--- config.mk ---
export PLATFORM = sky130hd
export DESIGN_NAME = radio_status_register_bank
export DESIGN_NICKNAME = d
export VERILOG_FILES = /design/src/logic/radio_status_pkg.sv /design/src/logic/pin_sync.sv /design/src/logic/packet_flags.sv /design/src/logic/radio_status_register_bank.sv
export SDC_FILE = /design/constraint.sdc
export NUM_CORES = 1
export LEC_CHECK = 0
export BUFFER_PORTS_ARGS = -buffer_cell sky130_fd_sc_hd__buf_4
export CORE_MARGIN = 2
export CORE_UTILIZATION = 43
export CTS_CLUSTER_DIAMETER = 120
export CTS_CLUSTER_SIZE = 40
export DETAILED_ROUTE_END_ITERATION = 10
export GPL_TIMING_DRIVEN = 0
export PLACE_DENSITY = 0.85
export SETUP_SLACK_MARGIN = 0.3
export SKIP_LAST_GASP = 1
export SLEW_MARGIN = 15
export SYNTH_ARGS = -nofsm -noshare
export SYNTH_HDL_FRONTEND = slang
export SYNTH_SLANG_ARGS = --single-unit
--- constraint.sdc ---
create_clock -name clk_sys -period 4.08 [get_ports clk_sys]
set_input_delay 0.408 -clock clk_sys [delete_from_list [all_inputs] [get_ports clk_sys]]
set_output_delay 0.408 -clock clk_sys [all_outputs]
set_load 0.01 [all_outputs]
--- src/logic/radio_status_pkg.sv ---
// radio status register bank: offsets, field positions, state codes
// shared by the bank top and its packet_flags helper module
package radio_status_pkg;
  localparam logic [5:0] OFS_RADIO_FSM_STATE     = 6'h35;
  localparam logic [5:0] OFS_WAKE_TIMER_HIGH     = 6'h36;
  localparam logic [5:0] OFS_WAKE_TIMER_LOW      = 6'h37;
  localparam logic [5:0] OFS_PACKET_PIN_STATUS   = 6'h38;
  localparam logic [5:0] OFS_PLL_CAL_SETTING     = 6'h39;
  localparam logic [5:0] OFS_TX_FIFO_LEVEL       = 6'h3a;
  localparam logic [5:0] OFS_RX_FIFO_LEVEL       = 6'h3b;
  localparam logic [5:0] OFS_RC_CAL_RESULT_ONE   = 6'h3c;
  localparam logic [5:0] OFS_RC_CAL_RESULT_ZERO  = 6'h3d;

  localparam int BIT_CRC_OK        = 7;
  localparam int BIT_CARRIER_SENSE = 6;
  localparam int BIT_PQ_MET        = 5;
  localparam int BIT_CHANNEL_CLEAR = 4;
  localparam int BIT_FRAME_START   = 3;
  localparam int BIT_PIN_TWO       = 2;
  localparam int BIT_PIN_ZERO      = 0;
  localparam int BIT_FIFO_FLAG     = 7;

  localparam logic [4:0] ST_IDLE     = 5'h01;
  localparam logic [4:0] ST_RX       = 5'h0d;
  localparam logic [4:0] ST_RX_END   = 5'h0e;
  localparam logic [4:0] ST_RX_RST   = 5'h0f;
  localparam logic [4:0] ST_RX_OVFL  = 5'h11;
  localparam logic [4:0] ST_TX       = 5'h13;
  localparam logic [4:0] ST_TX_END   = 5'h14;

  localparam logic [7:0] RST_BYTE    = 8'h00;
  localparam logic [4:0] RST_STATE   = 5'h00;
endpackage

--- src/logic/pin_sync.sv ---
// two-flop synchroniser for a vector of levels from outside the clock
// assumes clk_sys domain, synchronous active-high reset
`timescale 1ns/100ps
module pin_sync #(
  parameter int W = 2
) (
  input  wire logic         clk_sys,
  input  wire logic         srst,
  input  wire logic [W-1:0] pinAsync,
  output logic      [W-1:0] pinSync
);
  typedef struct packed {
    logic [W-1:0] meta;
    logic [W-1:0] stable;
  } sync_t;
  sync_t s_q;
  sync_t s_d;

  always_comb begin
    s_d.meta   = pinAsync;
    s_d.stable = s_q.meta;
  end

  always_ff @(posedge clk_sys) begin
    if (srst) begin
      s_q <= '0;
    end else begin
      s_q <= s_d;
    end
  end

  assign pinSync = s_q.stable;
endmodule

--- src/logic/packet_flags.sv ---
// packet flags: sticky crc match, preamble quality met and frame start,
// per-cycle carrier sense; driven by same-clock radio core events
`timescale 1ns/100ps
module packet_flags (
  input  wire logic       clk_sys,
  input  wire logic       srst,
  input  wire logic [4:0] radioState,
  input  wire logic       crcDone,
  input  wire logic       crcMatch,
  input  wire logic       carrierSense,
  input  wire logic [7:0] preambleQualityLevel,
  input  wire logic [7:0] preambleQualityThreshold,
  input  wire logic       syncFound,
  input  wire logic       packetEnd,
  input  wire logic       packetDiscard,
  output logic            crcOk,
  output logic            carrierFlag,
  output logic            pqMet,
  output logic            frameStart
);
  typedef struct packed {
    logic [4:0] prevState;
    logic       crcOk;
    logic       carrier;
    logic       pqMet;
    logic       frameStart;
  } flags_t;
  flags_t f_q;
  flags_t f_d;

  function automatic logic isRx(input logic [4:0] s);
    isRx = (s == radio_status_pkg::ST_RX) ||
           (s == radio_status_pkg::ST_RX_END) ||
           (s == radio_status_pkg::ST_RX_RST);
  endfunction

  logic rxEnter;
  logic rxRestart;
  logic inTx;

  always_comb begin
    rxEnter   = isRx(radioState) && !isRx(f_q.prevState);
    rxRestart = radioState == radio_status_pkg::ST_RX_RST;
    inTx      = (radioState == radio_status_pkg::ST_TX) ||
                (radioState == radio_status_pkg::ST_TX_END);
    f_d = f_q;
    f_d.prevState = radioState;
    if (crcDone) begin
      f_d.crcOk = crcMatch;
    end else if (rxEnter || rxRestart) begin
      f_d.crcOk = 1'b0;
    end
    f_d.carrier = carrierSense && (radioState != radio_status_pkg::ST_IDLE);
    if (preambleQualityLevel < preambleQualityThreshold) begin
      f_d.pqMet = 1'b0;
    end else if (isRx(radioState)) begin
      // only receive sets it, so a set flag holds outside receive
      f_d.pqMet = 1'b1;
    end
    if (inTx) begin
      f_d.frameStart = 1'b0;
    end else if (syncFound && isRx(radioState)) begin
      // a new sync word wins over a clear in the same cycle
      f_d.frameStart = 1'b1;
    end else if (packetEnd || packetDiscard ||
                 radioState == radio_status_pkg::ST_RX_OVFL) begin
      f_d.frameStart = 1'b0;
    end
  end

  always_ff @(posedge clk_sys) begin
    if (srst) begin
      f_q <= '0;
    end else begin
      f_q <= f_d;
    end
  end

  assign crcOk       = f_q.crcOk;
  assign carrierFlag = f_q.carrier;
  assign pqMet       = f_q.pqMet;
  assign frameStart  = f_q.frameStart;
endmodule

--- src/logic/radio_status_register_bank.sv ---
// read-only status register bank of the radio, offsets 0x35..0x3d
// assumes a serial register front end issuing one-cycle read/write
// strobes with a 6-bit address on clk_sys; status sources on clk_sys
// except the two output pins, which are synchronised here
`timescale 1ns/100ps
//
// Contract
// - crc match in bit 7, cleared on entering or restarting receive
// - carrier sense in bit 6, cleared on entering idle
// - preamble quality bit set only in receive states 0x0D..0x0F, held outside receive
// - preamble quality bit cleared when level drops below threshold
// - frame start bit set on sync word, cleared at packet end
// - frame start also cleared on filter discard or receive overflow
// - frame start reads zero while transmitting
// - bit 2 shows output pin two level, not inverted
// - bit 0 shows output pin zero level, not inverted
// - wake timer split over high and low byte registers
// - tx level: count in 6:0, underrun flag in bit 7
// - rx level: count in 6:0, overrun flag in bit 7
// - pll calibration setting readable as 8-bit test register
// - rc calibration results in bits 6:0, bit 7 zero
module radio_status_register_bank (
  input  wire logic       clk_sys,
  input  wire logic       srst,
  input  wire logic       regRead,
  input  wire logic       regWrite,
  input  wire logic [5:0] regAddr,
  input  wire logic [7:0] regWdata,
  output logic      [7:0] regRdata,
  output logic            regRvalid,
  output logic            regHit,
  input  wire logic [4:0] radioState,
  input  wire logic [15:0] wakeTimer,
  input  wire logic       crcDone,
  input  wire logic       crcMatch,
  input  wire logic       carrierSense,
  input  wire logic [7:0] preambleQualityLevel,
  input  wire logic [7:0] preambleQualityThreshold,
  input  wire logic       channelClear,
  input  wire logic       syncFound,
  input  wire logic       packetEnd,
  input  wire logic       packetDiscard,
  input  wire logic       pinTwoLevel,
  input  wire logic       pinZeroLevel,
  input  wire logic [7:0] pllCalSetting,
  input  wire logic [6:0] transmitByteCount,
  input  wire logic       transmitBufferUnderrun,
  input  wire logic [6:0] receiveByteCount,
  input  wire logic       receiveBufferOverrun,
  input  wire logic [6:0] rcCalResultOne,
  input  wire logic [6:0] rcCalResultZero
);
  typedef struct packed {
    logic [7:0] rdata;
    logic       rvalid;
    logic       hit;
  } bank_t;
  bank_t b_q;
  bank_t b_d;

  logic [1:0] pinSync;
  logic crcOk;
  logic carrierFlag;
  logic pqMet;
  logic frameStart;
  logic [7:0] packetStatus;

  // levels are the raw pin values before any output inversion
  pin_sync #(.W(2)) u_pin_sync (
    .clk_sys  (clk_sys),
    .srst     (srst),
    .pinAsync ({pinTwoLevel, pinZeroLevel}),
    .pinSync  (pinSync)
  );

  packet_flags u_packet_flags (
    .clk_sys                  (clk_sys),
    .srst                     (srst),
    .radioState               (radioState),
    .crcDone                  (crcDone),
    .crcMatch                 (crcMatch),
    .carrierSense             (carrierSense),
    .preambleQualityLevel     (preambleQualityLevel),
    .preambleQualityThreshold (preambleQualityThreshold),
    .syncFound                (syncFound),
    .packetEnd                (packetEnd),
    .packetDiscard            (packetDiscard),
    .crcOk                    (crcOk),
    .carrierFlag              (carrierFlag),
    .pqMet                    (pqMet),
    .frameStart               (frameStart)
  );

  always_comb begin
    packetStatus = 8'h00;
    packetStatus[radio_status_pkg::BIT_CRC_OK]        = crcOk;
    packetStatus[radio_status_pkg::BIT_CARRIER_SENSE] = carrierFlag;
    packetStatus[radio_status_pkg::BIT_PQ_MET]        = pqMet;
    packetStatus[radio_status_pkg::BIT_CHANNEL_CLEAR] = channelClear;
    // the flag register lags the state by a cycle, so mask it live
    packetStatus[radio_status_pkg::BIT_FRAME_START]   = frameStart &&
      radioState != radio_status_pkg::ST_TX &&
      radioState != radio_status_pkg::ST_TX_END;
    packetStatus[radio_status_pkg::BIT_PIN_TWO]       = pinSync[1];
    packetStatus[radio_status_pkg::BIT_PIN_ZERO]      = pinSync[0];
  end

  // writes carry no effect; regWrite and regWdata are accepted and dropped
  always_comb begin
    b_d = b_q;
    b_d.rvalid = regRead;
    b_d.hit    = 1'b0;
    if (regRead) begin
      b_d.hit   = 1'b1;
      b_d.rdata = radio_status_pkg::RST_BYTE;
      unique case (regAddr)
        radio_status_pkg::OFS_RADIO_FSM_STATE: begin
          b_d.rdata = {3'h0, radioState};
        end
        radio_status_pkg::OFS_WAKE_TIMER_HIGH: begin
          b_d.rdata = wakeTimer[15:8];
        end
        radio_status_pkg::OFS_WAKE_TIMER_LOW: begin
          b_d.rdata = wakeTimer[7:0];
        end
        radio_status_pkg::OFS_PACKET_PIN_STATUS: begin
          b_d.rdata = packetStatus;
        end
        radio_status_pkg::OFS_PLL_CAL_SETTING: begin
          b_d.rdata = pllCalSetting;
        end
        radio_status_pkg::OFS_TX_FIFO_LEVEL: begin
          b_d.rdata = {transmitBufferUnderrun, transmitByteCount};
        end
        radio_status_pkg::OFS_RX_FIFO_LEVEL: begin
          b_d.rdata = {receiveBufferOverrun, receiveByteCount};
        end
        radio_status_pkg::OFS_RC_CAL_RESULT_ONE: begin
          b_d.rdata = {1'b0, rcCalResultOne};
        end
        radio_status_pkg::OFS_RC_CAL_RESULT_ZERO: begin
          b_d.rdata = {1'b0, rcCalResultZero};
        end
        default: begin
          b_d.hit = 1'b0;
        end
      endcase
    end
  end

  always_ff @(posedge clk_sys) begin
    if (srst) begin
      b_q <= '0;
    end else begin
      b_q <= b_d;
    end
  end

  assign regRdata  = b_q.rdata;
  assign regRvalid = b_q.rvalid;
  assign regHit    = b_q.hit;
endmodule

==> results of run 1 <==
## kinds of logic after synthesis
family          count (synthesis)  share of synthesized area, %
simple gates                   68                          29.5
compound gates                 53                          27.8
flops                          23                          30.4
buf+inv                        17                          6.45
fa+ha+maj                       7                          5.79
## power breakdown
part	switching, mW	internal [mW]
clock	0.0720	0.0374
sequential	0.00202	0.231
combinational	0.0493	0.0781
## worst min-delay path by stage
| stage | slack, ns | to | depth (start not counted) | startpoint |
|---|---|---|---|---|
| 3_5_place_dp | 0.43 | u_pin_sync.pinSync[1] | 1 | u_pin_sync.s_d[1] |
| 4_1_cts | 0.28 | u_pin_sync.pinSync[1] | 2 | srst |
| 5_1_grt | 0.27 | u_pin_sync.pinSync[1] | 2 | srst |
| 3_3_place_gp | 0.43 | u_pin_sync.pinSync[1] | 1 | u_pin_sync.s_d[1] |
| 6_report | 0.29 | u_pin_sync.pinSync[1] | 2 | srst |
| 2_1_floorplan | 0.41 | u_pin_sync.pinSync[0] | 1 | u_pin_sync.s_d[0] |
## flip-flops by register name (all words and copies together), names as in the netlist
register	flops
u_packet_flags.pqMet	1
u_packet_flags.f_q	5
u_pin_sync.pinSync	2
u_pin_sync.s_d	2
u_packet_flags.crcOk	1
u_packet_flags.carrierFlag	1
u_packet_flags.frameStart	1
regRvalid	1
regRdata	8
regHit	1
## layout make-up
type	count	area, µm²
Tap cell	46	57.6
Fill cell	292	1010
Multi-Input combinational cell	128	955
Clock buffer	3	22.5
Clock inverter	1	7.51
Buffer	6	56.3
Inverter	11	41.3
Sequential cell	23	460
Timing Repair Buffer	100	751
## routing by layer
layer / track usage, % / vias to the layer above / part of all wire, %
li1: - / 865 / -
met1: 28.1 / 853 / 39
met2: 43.4 / 114 / 49
met3: 7.14 / 6 / 11
met4: 5.71 / 0 / 0.83
met5: 0 / - / 0
## layout by cell type, fill, tap and decap left out, types with 3 or more instances in the layout
cell and instances:
buf_4 101, a31oi_1 3, nand4_1 7, nor2b_1 12, clkbuf_4 3, nand3_1 6, a22o_1 9, ha_1 7
a221oi_1 4, a21oi_1 8, a22oi_1 14, o21ai_0 3, and3_2 6, nand2_1 8, dfxtp_1 23, nor2_1 8
buf_6 4, inv_1 11
## stage by stage
stage	power (mW)	setup WS (ns)	utilization [%]
after floorplan	0.280	2.32	-
after global placement	0.363	2.23	69.0
after detailed placement	0.365	2.20	69.0
after CTS	0.471	2.53	69.9
after global routing	0.494	2.45	69.9
final	0.470	2.51	69.9
## worst register-to-register path: stages (launching register included)
cell and delay (ns):
dfxtp_1 0.32, nand3b_1 0.17, o31ai_1 0.26, a21oi_1 0.11, or3b_2 0.44, a21oi_1 0.12
==> results by group, run 1 <==
Global route
  – GRT Resource Usage Total: approximately a quarter
  – Vias in the first global route: ~1700
  – Total grt overflow: 0
  – First-pass GRT wire length: a little under 8000 µm
  – Largest net degree at the start of global routing: 15
  – Antenna violations before repair: 0

Timing
  – Min cycle time layout: 1.57 ns
  – Setup TNS: 0 ns
  – Endpoints failing setup: 0
  – Setup Skew: between 0.001 and 0.0015 ns
  – Final Max Slew Viols: 0
  – RSZ-0062 raised after global routing: false
  – Final period util: 38.4%
  – Relative slew margins: 50.3%
  – Highest Clock Rate: around 0.64 GHz
  – Hold WS: 0.285 ns
  – Hold Fails Final Rpt: 0
  – Worst-Margin Slew: 0.746 ns

Detailed routing
  – Number of iterations in the first detailed-routing pass: 4
  – Vias per cell: 5.78
  – Final wirelength: between 4000 and 5000 µm
  – Via count: approximately 1800
  – Wire length per cell: approximately 15 µm
  – DRC: 0
  – DRT antenna net count: 0
  – DRT iter0 DRCs: around 170

Synth
  – Synth top area share: slightly above 30%
  – EDFF count, synth: 0
  – Cells after Synth: 168
  – Synthesized flop and latch total: 23
  – Avg Cell Area, Syn: roughly 9.0 µm²
  – Ys Warns: 0
  – Cell taking the most area after synthesis: dfxtp_1
  – Top cells by count, synth: dfxtp_1 (23), a22oi_1 (14), nor2b_1 (12), inv_1 (11), a22o_1 (9)
  – Count leader, synth: dfxtp_1
  – Register area share after synthesis: a little under a third
  – Synth Flop Type: dfxtp_1
  – Netlist Area Pre-Place: between 1500 and 2000 µm²
  – Netlist cell types: 46
  – Syn_nets: ~280
  – Ranking of synthesized cells by area: dfxtp_1 (30%), a22oi_1 (6.9%), ha_1 (5.8%), a22o_1 (5.2%), nor2b_1 (5.0%)
  – Post-synthesis async set-or-reset flop share: 0%

Cells and area
  – Layout cell share with drive strength beyond 1: a little under half
  – N_diodes: 0
  – Non-Filler Instances: 318
  – Area grow syn2layout: 55.4%
  – Design Area, Final: between 2000 and 2500 µm²
  – Nets: 382

Floorplan
  – Starting density of the core: between 40% and 50%
  – IO Pins: approximately 110
  – Die area: about 4000 µm²
  – Chip height: about 63 µm
  – DIE WIDTH: between 60 and 70 µm
  – Core area: between 3000 and 4000 µm²
  – # rows: 21

Worst setup path
  – Worst reg-to-reg path cell count: 5
  – WS Path Type: in -> reg
  – Critical path depth in cells: 7
  – CP top delay family: compound AO/OA/AOI/OAI gates
  – R2R Setup Slk: ~2.6 ns
  – Worst EP arrival: about 1.8 ns
  – Maximum fanout along the worst path: 8
  – Crit path capture type: register
  – Crit path buf inv count: 2
  – Crit-path cells: buf_4 > and4b_1 > buf_6 > and3_2 > a221oi_1 > nand4_1 > a22o_1
  – Setup crit start: regAddr[5]
  – WP data required: about 4.3 ns
  – CP Capture Point: regRdata[0]
  – Worst flop-to-flop path startpoint: u_packet_flags.f_q[8]
  – End of the worst register-to-register path: u_packet_flags.crcOk
  – Worst setup SP type: input port
  – Slowest CP cell: a221oi_1
  – Max stage delay on crit path: around 0.36 ns

Power
  – PD cells: approximately 200 nW/µm²
  – Leak Pwr: about 1.1 nW
  – Max IR drop VDD: about 0.00026 V

Clocking
  – # clock sinks: 23
  – Reg clk slew, reported paths: 0.13 ns
  – CTS H-tree depth: 1
  – Num CTS Buffers: 3
  – CTS Root Cell: clkbuf_4
  – Clk_lat worst skew: 0.31 ns
  – Cts repair resizes: 0
  – Post-CTS setup buffer count: 0
  – Max Root-Sink Buffers: 2
  – Cts hold-fix bufs: 0
  – TritonCTS clock tree: done

Run status
  – Outcome: finished clean

Job
  – Maxcap violations: 0

Placement
  – Hpwl dp: approximately 4000 µm
  – Placed cell areas: about 2300 µm²
  – Placed cells: ~310
  – Number of I/O port buffers: 100
  – Routability cong.: 0.780

Worst hold path
  – HP Class: in -> reg
Power figures use the tool's default switching activity.
==> run 2: changes to the inputs <==
- CORE_UTILIZATION: 43 -> 36
- PLACE_DENSITY: 0.85 -> 0.76
- clock period: 4.08 -> 1.3 ns (I/O delays scaled with it)
==> run 2 against run 1 <==
Critical endpoint is now u_packet_flags.crcOk. Count of clock-buffer cells in the layout is 1 higher. Global-route usage shrank 2.2 points. Largest cell class unchanged. Die area grew 18%. Sequential cell count is the same. First-iteration DRC count decreased by 51%. Worst setup slack lost 2.5 ns. Clock skew increased by 0.00071 ns. Via count increased by 1.5%. Critical path depth down 2. Sequential power increased to 3.1 times the previous value. Largest power group unchanged. Clock power increased to 4.1 times the previous value. Utilization shrank 2.2 points.
==> results by group, run 2 (synthesis results as in run 1) <==
Run status
  – Outcome: finished clean

Clocking
  – Num CTS Buffers: 3 (unchanged)
  – Max Root-Sink Buffers: 2 (unchanged)
  – CTS Root Cell: clkbuf_8
  – CTS H-tree depth: 1 (unchanged)
  – Clk_lat worst skew: 0.27 ns (-0.04 ns)
  – # clock sinks: 23 (unchanged)
  – Reg clk slew, reported paths: 0.08 ns (-0.05 ns)
  – TritonCTS clock tree: done
  – Cts hold-fix bufs: 0 (unchanged)

Power
  – PD cells: 610 nW/µm² (+200%)
  – Leak Pwr: 1.24 nW (+13%)
  – Max IR drop VDD: 0.000473 V (+82%)

Floorplan
  – Chip height: 68.8 µm (+8.7%)
  – Die area: 4740 µm² (+18%)
  – # rows: 23 (+9.5%)
  – Starting density of the core: 37.5% (-7.4 points)
  – DIE WIDTH: 68.8 µm (+8.7%)
  – IO Pins: 112 (unchanged)
  – Core area: 4030 µm² (+20%)

Detailed routing
  – Number of iterations in the first detailed-routing pass: 5 (+1)
  – DRC: 0 (unchanged)
  – DRT antenna net count: 0 (unchanged)
  – Vias per cell: 5.52 (-4.5%)
  – Final wirelength: 5370 µm (+11%)
  – Wire length per cell: 15.9 µm (+4.4%)
  – Via count: 1866 (+1.5%)
  – DRT iter0 DRCs: 86 (-51%)

Worst hold path
  – Hold path start: srst
  – HP Class: in -> reg
  – Hold EP: u_pin_sync.pinSync[1]
  – Hold Crit Depth: 2 (unchanged)

Global route
  – Total grt overflow: 0 (unchanged)
  – Largest net degree at the start of global routing: 13 (-2)
  – Antenna violations before repair: 0 (unchanged)
  – GRT Resource Usage Total: 21.9% (-2.2 points)
  – First-pass GRT wire length: 7680 µm (-2.3%)
  – Vias in the first global route: 1654 (-4.9%)

Worst setup path
  – Maximum fanout along the worst path: 2 (-6)
  – Worst EP arrival: 1.50 ns (-0.29 ns)
  – Worst setup SP type: register
  – Worst flop-to-flop path startpoint: u_packet_flags.f_q[8]
  – Crit path capture type: register
  – Worst reg-to-reg path cell count: 5 (unchanged)
  – WP data required: 1.51 ns (-2.79 ns)
  – R2R Setup Slk: 0.01 ns (-2.59 ns)
  – End of the worst register-to-register path: u_packet_flags.crcOk
  – WS Path Type: reg -> reg

Timing
  – Final Max Slew Viols: 0 (unchanged)
  – Worst-Margin Slew: 0.430 ns (-0.316 ns)
  – RSZ-0062 raised after global routing: true
  – Final period util: between 90% and 100%
  – Highest Clock Rate: about 0.77 GHz
  – Hold Fails Final Rpt: 0 (unchanged)
  – Relative slew margins: 71.3% (+21 points)
  – Setup TNS: 0 ns (unchanged)
  – Setup Skew: 0.00185 ns (+0.000707 ns)
  – Min cycle time layout: 1.29 ns
  – Endpoints failing setup: 0 (unchanged)

Job
  – Maxcap violations: 0 (unchanged)

Placement
  – Number of I/O port buffers: 100 (unchanged)
  – Hpwl dp: 3910 µm (+0.50%)
  – Placed cells: 318 (+1.3%)
  – Routability cong.: 0.824 (+5.7%)

Cells and area
  – Layout cell share with drive strength beyond 1: 55.9% (+8.8 points)
  – Area grow syn2layout: 80.2%
  – Commonest non-fill, non-tap cells in the layout: buf_4 (109), dfxtp_1 (23), inv_1 (11), nor2b_1 (11)
  – Commonest non-fill, non-tap cell in the layout: buf_4
  – Fill cell count: 333 (+14%)
  – Non-Filler Instances: 338 (+6.3%)
  – Nets: 398 (+4.2%)
  – N_diodes: 0 (unchanged)
  – Max FFs per register: 8 (unchanged)
==> run 2: cell types whose count changed in the layout (fill, tap and decap cells not counted), sizes merged <==
cell / delta
buf: +16
clkinvlp: -1
clkbuf: +1
==> run 2: routing by layer <==
metal | track usage [%] | up-vias | share of wire [%]
li1 | - | 900 | -
met5 | 0 | - | 0
met4 | 8.33 | 0 | 1.5
met1 | 26.4 | 856 | 38
met2 | 38.6 | 102 | 50
met3 | 3.90 | 8 | 10
==> run 2: timing repair <==
action / 4_1_cts / 5_1_grt
setup endpoints to repair: 10 / 9
resized for setup: 35 / 3
hold endpoints to repair: 0 / 0
setup buffers: 13 / 3
pin swaps: 24 / 9
==> run 2: critical path: stages (launching register included) <==
cell and delay (ns):
dfxtp_1 0.30, nand3b_1 0.18, o31ai_2 0.18, a21oi_1 0.09
or3b_4 0.37, a21oi_2 0.11
==> run 2: layout make-up <==
type                            instances  area, µm²  share of cell area (%)
Multi-Input combinational cell        128       1120                    41.2
Sequential cell                        23        460                    16.9
Inverter                               11       41.3                    1.51
Timing Repair Buffer                  116        917                    33.6
Buffer                                  6       77.6                    2.85
Clock buffer                            4       45.0                    1.65
Tap cell                               50       62.6                    2.29
==> run 2: how the worst max path moves through the flow <==
stage | start | endpoint | slack [ns]
floorplan | regAddr[2] | regRdata[0] | -0.12
global route | u_packet_flags.f_q[8] | u_packet_flags.crcOk | -0.08
detailed placement | regAddr[0] | regRdata[5] | -0.31
finish | u_packet_flags.f_q[8] | u_packet_flags.crcOk | 0.01
CTS | u_packet_flags.f_q[8] | u_packet_flags.crcOk | -0.008
global placement | regAddr[0] | regRdata[5] | -0.31
==> run 2: metrics by stage <==
stage	power [mW]	hold WS, ns	setup slack, ns	utilization [%]	area, µm²
final	1.66	0.0669	0.00963	67.7	2730
after global routing	1.74	0.0710	-0.0832	67.7	2730
after CTS	1.65	0.0729	-0.00765	66.3	2670
after detailed placement	1.16	0.348	-0.310	58.7	2360
after global placement	1.15	0.343	-0.307	58.7	2360
after floorplan	0.891	0.202	-0.121	-	1550
==> run 2: power by group <==
group,internal (mW),switching [mW],leakage [nW],total (mW)
Combinational,0.298,0.187,1.03,0.485
Clock,0.219,0.225,0.0228,0.444
Sequential,0.725,0.00733,0.188,0.733
